<file path="src/verilog/flash_seq_pkg.sv">
// Constants for the flash program/erase sequencer controller
package flash_seq_pkg;

   // ----------------------------------------------------------------
   // Clock and pin timing
   // ----------------------------------------------------------------
   localparam int CLK_PERIOD_NS = 25;
   localparam int T_AS_NS       = 25;
   localparam int T_WP_NS       = 100;
   localparam int T_WH_NS       = 50;
   localparam int T_RD_NS       = 200;
   localparam int AS_CYC        = (T_AS_NS + CLK_PERIOD_NS - 1) / CLK_PERIOD_NS;
   localparam int WP_CYC        = (T_WP_NS + CLK_PERIOD_NS - 1) / CLK_PERIOD_NS;
   localparam int WH_CYC        = (T_WH_NS + CLK_PERIOD_NS - 1) / CLK_PERIOD_NS;
   localparam int RD_CYC        = (T_RD_NS + CLK_PERIOD_NS - 1) / CLK_PERIOD_NS;
   localparam int US_NS         = 1000;
   localparam int CYC_PER_US    = US_NS / CLK_PERIOD_NS;
   localparam int LOAD_END_US   = 100;
   localparam int LOAD_MAX_US   = 30;
   localparam int GAP_TICKS     = LOAD_END_US + 1;
   localparam int LOAD_END_CYC  = LOAD_END_US * CYC_PER_US;
   localparam int LOAD_MAX_CYC  = LOAD_MAX_US * CYC_PER_US;
   localparam int CNT_W         = 4;
   localparam int DIV_W         = 6;
   localparam int GAP_W         = 7;

   // ----------------------------------------------------------------
   // Widths
   // ----------------------------------------------------------------
   localparam int DQ_W       = 8;
   localparam int ADDR_W     = 20;
   localparam int BADDR_W    = 21;
   localparam int IDX_W      = 7;
   localparam int PAGE_BYTES = 128;
   localparam int OP_W       = 4;
   localparam int CMDA_W     = 15;

   // ----------------------------------------------------------------
   // APB register map
   // ----------------------------------------------------------------
   localparam logic [7:0] REG_CTRL     = 8'h00;
   localparam logic [7:0] REG_ADDR     = 8'h04;
   localparam logic [7:0] REG_LEN      = 8'h08;
   localparam logic [7:0] REG_BUF_IDX  = 8'h0c;
   localparam logic [7:0] REG_BUF_DATA = 8'h10;
   localparam logic [7:0] REG_STATUS   = 8'h14;
   localparam int         CTRL_GO_BIT  = 31;

   // ----------------------------------------------------------------
   // Operations
   // ----------------------------------------------------------------
   localparam logic [OP_W-1:0] OP_PROGRAM      = 4'h0;
   localparam logic [OP_W-1:0] OP_CHIP_ERASE   = 4'h1;
   localparam logic [OP_W-1:0] OP_SECTOR_ERASE = 4'h2;
   localparam logic [OP_W-1:0] OP_SUSPEND      = 4'h3;
   localparam logic [OP_W-1:0] OP_RESUME       = 4'h4;
   localparam logic [OP_W-1:0] OP_READ_STATUS  = 4'h5;
   localparam logic [OP_W-1:0] OP_CLEAR_STATUS = 4'h6;
   localparam logic [OP_W-1:0] OP_READ_ARRAY   = 4'h7;
   localparam logic [OP_W-1:0] OP_LAST         = 4'h7;

   // ----------------------------------------------------------------
   // Device command codes and status layout
   // ----------------------------------------------------------------
   localparam logic [CMDA_W-1:0] ADDR_UNLOCK1 = 15'h5555;
   localparam logic [CMDA_W-1:0] ADDR_UNLOCK2 = 15'h2aaa;
   localparam logic [DQ_W-1:0]   CMD_UNLOCK1  = 8'haa;
   localparam logic [DQ_W-1:0]   CMD_UNLOCK2  = 8'h55;
   localparam logic [DQ_W-1:0]   CMD_PROGRAM  = 8'ha0;
   localparam logic [DQ_W-1:0]   CMD_ERASE_SU = 8'h80;
   localparam logic [DQ_W-1:0]   CMD_CHIP     = 8'h10;
   localparam logic [DQ_W-1:0]   CMD_SECTOR   = 8'h30;
   localparam logic [DQ_W-1:0]   CMD_SUSPEND  = 8'hb0;
   localparam logic [DQ_W-1:0]   CMD_RESUME   = 8'hd0;
   localparam logic [DQ_W-1:0]   CMD_RSTATUS  = 8'h70;
   localparam logic [DQ_W-1:0]   CMD_CLEAR    = 8'h50;
   localparam logic [DQ_W-1:0]   CMD_RESET    = 8'hf0;
   localparam logic [DQ_W-1:0]   SR_MASK      = 8'hfc;
   localparam int                SR_READY     = 7;
   localparam int                SR_SUSPEND   = 6;
   localparam int                SR_EFAIL     = 5;
   localparam int                SR_PFAIL     = 4;

endpackage : flash_seq_pkg

</file>
<file path="src/verilog/page_buf_if.sv">
// Interface between the sequencer and its page buffer
`timescale 1ns/1ps
interface page_buf_if;
   import flash_seq_pkg::*;
   logic             we;
   logic [IDX_W-1:0] waddr;
   logic [DQ_W-1:0]  wdata;
   logic [IDX_W-1:0] raddr;
   logic [DQ_W-1:0]  rdata;

   modport client (output we, output waddr, output wdata, output raddr, input rdata);
   modport store  (input we, input waddr, input wdata, input raddr, output rdata);
endinterface : page_buf_if

</file>
<file path="src/verilog/flash_seq_host.sv">
// Host-side controller that programs and erases the flash over its strobe pins
// Operation
// - Program entry: two unlocks then program code
// - Half-page select is the byte LSB
// - Next load starts within 30 us
// - Page address bits held on every load
// - Chip erase is six writes ending 10h
// - Toggle strobe for each status read
// - Unlock writes AAh at 5555h, 55h at 2AAAh
`timescale 1ns/1ps
module flash_seq_host (
   input  wire logic                         clk_i,          // 40 MHz clock
   input  wire logic                         rst_i,          // Async reset, active high
   input  wire logic                         psel_i,         // APB select
   input  wire logic                         penable_i,      // APB enable
   input  wire logic                         pwrite_i,       // APB write
   input  wire logic [7:0]                   paddr_i,        // APB byte address
   input  wire logic [31:0]                  pwdata_i,       // APB write data
   output logic      [31:0]                  prdata_o,       // APB read data
   output logic                              pready_o,       // APB ready
   output logic                              pslverr_o,      // APB error
   output logic                              flash_ce_n_o,   // Chip select, low
   output logic                              flash_we_n_o,   // Write strobe, low
   output logic                              flash_oe_n_o,   // Output enable, low
   output logic      [flash_seq_pkg::ADDR_W-1:0] flash_addr_o, // Address A19..A0
   output logic                              flash_hps_o,    // Half-page select
   output logic      [flash_seq_pkg::DQ_W-1:0]   flash_dq_o,   // Data out
   output logic                              flash_dq_oe_o,  // Data drive enable
   input  wire logic [flash_seq_pkg::DQ_W-1:0]   flash_dq_i    // Data in
);
   import flash_seq_pkg::*;

   typedef enum logic [2:0] {S_IDLE, S_CMD, S_LOAD, S_GAP, S_POLL, S_READ} seq_state_t;
   typedef enum logic [1:0] {B_IDLE, B_SETUP, B_PULSE, B_HOLD} bus_state_t;

   seq_state_t         state_r;
   bus_state_t         bus_r;
   logic [OP_W-1:0]    op_r;
   logic [2:0]         step_r;
   logic [IDX_W-1:0]   idx_r;
   logic [IDX_W-1:0]   len_r;
   logic [IDX_W-1:0]   buf_idx_r;
   logic [BADDR_W-1:0] baddr_r;
   logic [GAP_W-1:0]   gap_r;
   logic [DIV_W-1:0]   div_r;
   logic [CNT_W-1:0]   cnt_r;
   logic [DQ_W-1:0]    status_byte_r;
   logic [DQ_W-1:0]    read_data_r;
   logic [DQ_W-1:0]    rd_byte_r;
   logic               rd_r;
   logic               pready_r;
   logic               pslverr_r;
   logic [31:0]        prdata_r;
   logic               ce_n_r, we_n_r, oe_n_r, dq_oe_r, hps_r;
   logic [ADDR_W-1:0]  pin_addr_r;
   logic [DQ_W-1:0]    dq_r;

   page_buf_if buf_bus ();

   page_buffer u_buf (
      .clk_i  (clk_i),
      .rst_i  (rst_i),
      .buf_io (buf_bus.store)
   );

   // ----------------------------------------------------------------
   // APB decode
   // ----------------------------------------------------------------
   wire        setup_ph  = psel_i & ~penable_i;
   wire        wr_en     = psel_i & penable_i & pwrite_i & pready_r;
   wire        hit_ctrl  = paddr_i == REG_CTRL;
   wire        hit_addr  = paddr_i == REG_ADDR;
   wire        hit_len   = paddr_i == REG_LEN;
   wire        hit_idx   = paddr_i == REG_BUF_IDX;
   wire        hit_data  = paddr_i == REG_BUF_DATA;
   wire        hit_stat  = paddr_i == REG_STATUS;
   wire        mapped    = hit_ctrl | hit_addr | hit_len | hit_idx | hit_data | hit_stat;
   wire        busy      = state_r != S_IDLE;
   wire        fail      = status_byte_r[SR_EFAIL] | status_byte_r[SR_PFAIL];
   wire [OP_W-1:0] req_op = pwdata_i[OP_W-1:0];
   wire        start     = wr_en & hit_ctrl & pwdata_i[CTRL_GO_BIT] & ~busy & (req_op <= OP_LAST);
   wire [31:0] rd_mux    = hit_ctrl ? {28'h0000000, op_r} :
                           hit_addr ? {11'h000, baddr_r} :
                           hit_len  ? {25'h0000000, len_r} :
                           hit_idx  ? {25'h0000000, buf_idx_r} :
                           hit_stat ? {8'h00, read_data_r, status_byte_r, 6'h00, fail, busy} : 32'h00000000;

   assign buf_bus.we    = wr_en & hit_data;
   assign buf_bus.waddr = buf_idx_r;
   assign buf_bus.wdata = pwdata_i[DQ_W-1:0];
   assign buf_bus.raddr = idx_r;

   always_ff @(posedge clk_i or posedge rst_i) begin
      if (rst_i) begin
         pready_r  <= 1'b0;
         pslverr_r <= 1'b0;
         prdata_r  <= 32'h00000000;
         baddr_r   <= 21'h000000;
         len_r     <= 7'h7f;
         buf_idx_r <= 7'h00;
      end else begin
         pready_r  <= setup_ph;
         pslverr_r <= setup_ph & ~mapped;
         prdata_r  <= setup_ph ? rd_mux : 32'h00000000;
         if (wr_en & hit_addr) baddr_r <= pwdata_i[BADDR_W-1:0];
         if (wr_en & hit_len) len_r <= pwdata_i[IDX_W-1:0];
         if (wr_en & hit_idx) buf_idx_r <= pwdata_i[IDX_W-1:0];
         else if (buf_bus.we) buf_idx_r <= buf_idx_r + 1'b1;
      end
   end

   // ----------------------------------------------------------------
   // Command words and cycle selection
   // ----------------------------------------------------------------
   wire              is_erase  = (op_r == OP_CHIP_ERASE) | (op_r == OP_SECTOR_ERASE);
   wire [2:0]        last_step = is_erase ? 3'd5 : 3'd2;
   wire [DQ_W-1:0]   code1     = (op_r == OP_PROGRAM)      ? CMD_PROGRAM :
                                 is_erase                  ? CMD_ERASE_SU :
                                 (op_r == OP_SUSPEND)      ? CMD_SUSPEND :
                                 (op_r == OP_RESUME)       ? CMD_RESUME :
                                 (op_r == OP_READ_STATUS)  ? CMD_RSTATUS :
                                 (op_r == OP_CLEAR_STATUS) ? CMD_CLEAR : CMD_RESET;
   wire [DQ_W-1:0]   code2     = (op_r == OP_CHIP_ERASE) ? CMD_CHIP : CMD_SECTOR;
   wire              unlock2   = (step_r == 3'd1) | (step_r == 3'd4);
   wire              sector_wr = (step_r == 3'd5) & (op_r == OP_SECTOR_ERASE);
   wire [ADDR_W-1:0] cmd_addr  = sector_wr ? {baddr_r[BADDR_W-1:17], 16'h0000} :
                                 {5'h00, unlock2 ? ADDR_UNLOCK2 : ADDR_UNLOCK1};
   wire [DQ_W-1:0]   cmd_data  = unlock2 ? CMD_UNLOCK2 :
                                 (step_r == 3'd2) ? code1 :
                                 (step_r == 3'd5) ? code2 : CMD_UNLOCK1;
   wire              cyc_rd    = (state_r == S_POLL) | (state_r == S_READ);
   wire              cyc_go    = (bus_r == B_IDLE) & (cyc_rd | (state_r == S_CMD) | (state_r == S_LOAD));
   wire [ADDR_W-1:0] cyc_addr  = (state_r == S_CMD) ? cmd_addr :
                                 (state_r == S_LOAD) ? {baddr_r[BADDR_W-1:7], idx_r[IDX_W-1:1]} :
                                 baddr_r[BADDR_W-1:1];
   wire              cyc_hps   = (state_r == S_CMD) ? 1'b0 :
                                 (state_r == S_LOAD) ? idx_r[0] : baddr_r[0];
   wire [DQ_W-1:0]   cyc_data  = (state_r == S_LOAD) ? buf_bus.rdata : cmd_data;
   wire              cnt_zero  = cnt_r == 4'h0;
   wire              cyc_done  = (bus_r == B_HOLD) & cnt_zero;
   wire              us_tick   = div_r == DIV_W'(CYC_PER_US - 1);
   wire [DQ_W-1:0]   sr_masked = rd_byte_r & SR_MASK;
   wire seq_state_t  after_cmd = (op_r == OP_PROGRAM) ? S_LOAD :
                                 (is_erase | (op_r == OP_SUSPEND)) ? S_POLL :
                                 ((op_r == OP_READ_STATUS) | (op_r == OP_READ_ARRAY)) ? S_READ : S_IDLE;

   // ----------------------------------------------------------------
   // Pin cycle engine
   // ----------------------------------------------------------------
   always_ff @(posedge clk_i or posedge rst_i) begin
      if (rst_i) begin
         bus_r      <= B_IDLE;
         cnt_r      <= 4'h0;
         ce_n_r     <= 1'b1;
         we_n_r     <= 1'b1;
         oe_n_r     <= 1'b1;
         dq_oe_r    <= 1'b0;
         dq_r       <= 8'h00;
         pin_addr_r <= 20'h00000;
         hps_r      <= 1'b0;
         rd_r       <= 1'b0;
         rd_byte_r  <= 8'h00;
      end else if (bus_r != B_IDLE && !cnt_zero) begin
         cnt_r <= cnt_r - 1'b1;
      end else begin
         unique case (bus_r)
            B_IDLE: if (cyc_go) begin
               bus_r      <= B_SETUP;
               cnt_r      <= CNT_W'(AS_CYC - 1);
               pin_addr_r <= cyc_addr;
               hps_r      <= cyc_hps;
               rd_r       <= cyc_rd;
            end
            B_SETUP: begin
               bus_r   <= B_PULSE;
               cnt_r   <= rd_r ? CNT_W'(RD_CYC - 1) : CNT_W'(WP_CYC - 1);
               ce_n_r  <= 1'b0;
               we_n_r  <= rd_r;
               oe_n_r  <= ~rd_r;
               dq_r    <= cyc_data;
               dq_oe_r <= ~rd_r;
            end
            B_PULSE: begin
               bus_r  <= B_HOLD;
               cnt_r  <= CNT_W'(WH_CYC - 1);
               ce_n_r <= 1'b1;
               we_n_r <= 1'b1;
               oe_n_r <= 1'b1;
               if (rd_r) rd_byte_r <= flash_dq_i;
            end
            B_HOLD: begin
               bus_r   <= B_IDLE;
               dq_oe_r <= 1'b0;
            end
         endcase
      end
   end

   // ----------------------------------------------------------------
   // Operation sequencer
   // ----------------------------------------------------------------
   always_ff @(posedge clk_i or posedge rst_i) begin
      if (rst_i) begin
         div_r <= 6'h00;
      end else begin
         div_r <= us_tick ? 6'h00 : div_r + 1'b1;
      end
   end

   always_ff @(posedge clk_i or posedge rst_i) begin
      if (rst_i) begin
         state_r       <= S_IDLE;
         op_r          <= OP_READ_ARRAY;
         step_r        <= 3'd0;
         idx_r         <= 7'h00;
         gap_r         <= 7'h00;
         status_byte_r <= 8'h80;
         read_data_r   <= 8'h00;
      end else begin
         unique case (state_r)
            S_IDLE: if (start) begin
               op_r    <= req_op;
               step_r  <= 3'd0;
               idx_r   <= 7'h00;
               state_r <= S_CMD;
            end
            S_CMD: if (cyc_done) begin
               if (step_r == last_step) state_r <= after_cmd;
               else step_r <= step_r + 1'b1;
            end
            S_LOAD: if (cyc_done) begin
               if (idx_r == len_r) begin
                  gap_r   <= 7'h00;
                  state_r <= S_GAP;
               end else begin
                  idx_r <= idx_r + 1'b1;
               end
            end
            S_GAP: begin
               if (gap_r == GAP_W'(GAP_TICKS)) state_r <= S_POLL;
               else if (us_tick) gap_r <= gap_r + 1'b1;
            end
            S_POLL: if (cyc_done) begin
               status_byte_r <= sr_masked;
               if (rd_byte_r[SR_READY]) state_r <= S_IDLE;
            end
            S_READ: if (cyc_done) begin
               if (op_r == OP_READ_STATUS) status_byte_r <= sr_masked;
               else read_data_r <= rd_byte_r;
               state_r <= S_IDLE;
            end
            default: state_r <= S_IDLE;
         endcase
      end
   end

   assign prdata_o      = prdata_r;
   assign pready_o      = pready_r;
   assign pslverr_o     = pslverr_r;
   assign flash_ce_n_o  = ce_n_r;
   assign flash_we_n_o  = we_n_r;
   assign flash_oe_n_o  = oe_n_r;
   assign flash_addr_o  = pin_addr_r;
   assign flash_hps_o   = hps_r;
   assign flash_dq_o    = dq_r;
   assign flash_dq_oe_o = dq_oe_r;

   logic [12:0] gap_cyc_r;
   logic [10:0] since_rise_r;
   always_ff @(posedge clk_i or posedge rst_i) begin
      if (rst_i) begin
         gap_cyc_r    <= 13'h0000;
         since_rise_r <= 11'h000;
      end else begin
         gap_cyc_r    <= (state_r == S_GAP) ? gap_cyc_r + 1'b1 : 13'h0000;
         since_rise_r <= !(state_r == S_LOAD && we_n_r) ? 11'h000 :
                         (since_rise_r == 11'h7ff) ? since_rise_r : since_rise_r + 1'b1;
      end
   end
endmodule : flash_seq_host

</file>
<file path="src/verilog/page_buffer.sv">
// Page buffer: one page of bytes, registered read
`timescale 1ns/1ps
module page_buffer (
   input  wire logic         clk_i,   // System clock
   input  wire logic         rst_i,   // Async reset, active high
   page_buf_if.store         buf_io   // Write and read ports
);
   import flash_seq_pkg::*;

   logic [DQ_W-1:0] mem_r [PAGE_BYTES];
   logic [DQ_W-1:0] rdata_r;

   always_ff @(posedge clk_i) begin
      if (buf_io.we) begin
         mem_r[buf_io.waddr] <= buf_io.wdata;
      end
   end

   always_ff @(posedge clk_i or posedge rst_i) begin
      if (rst_i) begin
         rdata_r <= 8'h00;
      end else begin
         rdata_r <= mem_r[buf_io.raddr];
      end
   end

   assign buf_io.rdata = rdata_r;
endmodule : page_buffer

</file>
<file path="config.mk">
export PLATFORM = sky130hd
export DESIGN_NAME = flash_seq_host
export DESIGN_NICKNAME = d
export VERILOG_FILES = /design/src/verilog/flash_seq_pkg.sv /design/src/verilog/page_buf_if.sv /design/src/verilog/flash_seq_host.sv /design/src/verilog/page_buffer.sv
export SDC_FILE = /design/constraint.sdc
export NUM_CORES = 1
export LEC_CHECK = 0
export ABC_CLOCK_PERIOD_IN_PS = 5600
export BUFFER_PORTS_ARGS = -buffer_cell sky130_fd_sc_hd__buf_2
export CAP_MARGIN = 20
export CORE_ASPECT_RATIO = 1.25
export CORE_UTILIZATION = 40
export CTS_CLUSTER_DIAMETER = 80
export DETAILED_ROUTE_END_ITERATION = 8
export PLACE_DENSITY = 0.56
export SYNTH_ARGS = -nofsm -noshare
export SYNTH_HDL_FRONTEND = slang
export SYNTH_SLANG_ARGS = --single-unit
</file>
<file path="constraint.sdc">
create_clock -name clk_i -period 5.6 [get_ports clk_i]
set_clock_uncertainty 0.15 [all_clocks]
set_input_delay 1.12 -clock clk_i [delete_from_list [all_inputs] [get_ports clk_i]]
set_output_delay 1.12 -clock clk_i [all_outputs]
set_load 0.01 [all_outputs]
</file>
==> impl_metrics.yaml <==
setup_path:
  crit_type: "reg -> reg"
  max_stage_delay_ns: 1.00
  critical_path_arrival_ns: 4.41
  end_kind: "flip-flop"
  ff2ff_path_depth: 7
  worstPathMaxFanout: 40
  slowest_stage: "a221oi_1"
  crit_required_ns: 6.04
  critPathLaunchType: "flip-flop"
  worstPathCellList: "buf_4 > nor2b_1 > a2111oi_0 > o41ai_1 > a221oi_1 > nand2_1 > and3_1"
route:
  routed_wl_um: 116800
  viasPerCell: 5.549
  drtAntennaViolNets: 0
  avgRoutedWirePerCell_um: 26.62
  dr.first_iter.drc_count: 2250
  vias: 24350
  drt_pass1_iterations: 5
  drc_errors: 0
synth:
  post-synth-top-count-cell: "edfxtp_1"
  synth_top_area_share_pct: 64.83
  synthFlopType: "edfxtp_1"
  synth_cells: 2593
  yosysUniqueCellTypes: 72
  ys_seq_elements: 1185
  synth_largest_area_cell: "edfxtp_1"
  ys_seq_area_share_pct: 73.36
  synth_edf_count: 1024
  synth_area_sq_um: 47430
  synth_commonest_cells: "1024 x edfxtp_1, 226 x mux4_2, 193 x nor2_1, 147 x dfrtp_1, 130 x nand2_1"
  synth.avg_cell_area_sq_um: 18.29
  synth_area_leaders: "edfxtp_1 65%, mux4_2 11%, dfrtp_1 7.8%, mux2_2 2.4%, mux2i_1 1.9%"
  synthArstFlopShare_pct: 13.59
  yosysWarningCount: 0
clock_tree:
  numCtsBuffers: 114
  post_cts_resized: 0
  root_buffer: "clkbuf_16"
  cts.clk_slew.worst_paths_ns: 0.06
  insertion_delay_ns: 0.73
  cts_tree: "done"
  cts_sinks: 1185
  clock_path_buffers: 3
  post_cts_buffers: 0
  cts_max_level: 3
  cts_hold_buf: 0
sta:
  timing.fmax_ghz: 0.2518
  fin_ws_ns: 1.628
  min_period_ns: 3.972
  hold_viol_final: 0
  min_period_over_period_pct: 70.93
  worstMarginPinSlew_ns: 1.248
  drv_slew: 0
  hold_slack_ns: 0.2989
  tns_ns: 0
  rsz0062_at_grt: "no"
  relSlewSlack_pct: 16.83
  setup_viol: 0
die:
  dieArea_sq_um: 120000
  io_pins: 120
  die_h_um: 387.0
  start_util_pct: 40.53
  die_w_um: 310.0
  core_sq_um: 117000
  num_rows: 140
pwr:
  internal_power_mw: 14.62
  combPwrFrac_pct: 5.5
  sequentialPowerShare_pct: 52.6
  vdd_ir_drop_max_mv: 0.2503
  pwr_density_cell_nw_per_um2: 350.3
  p_sw_share_pct: 22.05
  p_leak_nw: 17.58
  p_clk_share_pct: 41.8
  switchingPower_mw: 4.136
grt:
  grt-ovfl-total: 0
  grt_max_degree: 93
  grt_usage_pct: 19.73
  grt_pass1_wl_um: 172600
  antenna_found_initial: 3
  grt_pass1_vias: 25590
placed_design:
  place_congestion: 0.8303
  place_ws_ns: 1.155
  place_inst: 4173
  portBuffers: 101
  place_hpwl_um: 73450
min_path:
  hp-class: "reg -> reg"
  holdPathStages: 1
final_layout:
  nets: 2796
  drive_gt1_share_pct: 25.17
  fill_cells: 9991
  area_growth_pct: 12.91
  final_cells: 4388
outcome:
  status: "finished clean"
run:
  max_cap_viol_count: 0
final cells by class:
type                    count  area [sq um]  share of cell area, %
repair buffers            162          1086                  2.028
multi-input cells        1246         11830                  22.08
inverters                  19         76.32                 0.1425
clock inverters            75         779.5                  1.456
diodes                      1         2.502               0.004673
well taps                1562          1954                  3.649
flip-flops and latches   1185         34810                  65.00
clock buffers             138          3019                  5.638
logic make-up after synthesis:
kind of cell | Yosys count | share of synthesized area [%]
AOI/OAI and AO/OA | 305 | 4.413
other | 1 | 0.007906
DFF | 1185 | 73.36
adders and majority gates | 15 | 0.3957
muxes | 416 | 15.00
and+or+nand+nor | 486 | 4.706
buffers and inverters | 169 | 1.818
xor gates and xnor gates | 16 | 0.2954
layer usage:
metal  global-route usage (%)  vias up  share of wire, %
li1                         -    10610                 -
met1                    25.12    12760                40
met2                    33.60      784                51
met3                    3.113      198               5.8
met4                    7.747        2               3.6
met5                        0        -            0.0068
worst paths after layout:
path	from	to	slack, ns
hold reg to reg	div_r[0]	div_r[0]	0.30
setup reg to reg	buf_bus.raddr[1]	u_buf.buf_io.rdata[2]	1.63
min in group asynchronous	rst_i	rd_byte_r[5]	0.34
setup / recovery	buf_bus.raddr[1]	u_buf.buf_io.rdata[2]	1.63
max in group asynchronous	rst_i	flash_dq_o[2]	3.88
hold / removal	div_r[0]	div_r[0]	0.30
registers in the layout, indices dropped and copies added (netlist names), 4 cells and up:
name and cells:
buf_bus.raddr 7, cnt_r 4, status_byte_r 6, div_r 6, rd_byte_r 8, u_buf.mem_r 1024
baddr_r 21, u_buf.buf_io.rdata 8, len_r 7, op_r 4, read_data_r 8, prdata_o 24
flash_dq_o 8, buf_bus.waddr 7, flash_addr_o 20, gap_r 7
placed cells by master (no fill, tap or decap), types with 8 or more instances in the layout:
cell type / Yosys / final
a211oi_1: 9 / 9
mux4_2: 226 / 226
conb_1: 1 / 8
mux2_2: 99 / 99
buf_4: 26 / 61
a31oi_1: 9 / 9
a21oi_1: 58 / 58
buf_2: 38 / 93
nand2b_1: 16 / 16
clkinv_1: 0 / 18
ha_1: 15 / 15
xor2_1: 12 / 12
bufinv_16: 0 / 15
nor2_1: 193 / 192
and3_1: 21 / 21
nand3_1: 26 / 24
dfrtp_1: 147 / 143
nor2b_1: 27 / 25
nor3_1: 23 / 23
inv_1: 18 / 17
o21ai_0: 65 / 65
a22oi_1: 72 / 72
clkbuf_16: 0 / 116
clkinv_2: 0 / 32
edfxtp_1: 1024 / 1024
o22ai_1: 9 / 9
mux2i_1: 91 / 91
a22o_1: 19 / 19
clkbuf_1: 65 / 18
nand2_1: 130 / 129
dfstp_2: 14 / 14
worst max-delay path, delay by kind of cell, from the launching register on:
family	cells	cell delay (ns)
compound gates	3	1.67
flops	1	0.87
buf+inv	1	0.57
simple gates	3	0.56
power by group through the flow:
stage	logic, mW	clock network [mW]	registers [mW]
2_1_floorplan	0.578	0	10.1
3_3_place_gp	1.02	0	10.1
3_5_place_dp	1.05	0	10.1
4_1_cts	1.05	7.98	9.87
5_1_grt	1.16	8.30	9.89
6_report	1.04	7.85	9.87
per-stage QoR:
step,util [%],instance area (sq um),total power [mW]
after floorplan,-,47460,10.64
after global placement,42.48,49710,11.07
after detailed placement,42.50,49730,11.10
after CTS,45.74,53520,18.90
after global routing,45.77,53550,19.35
final,45.77,53550,18.76
(Power assumes the default switching activity.)
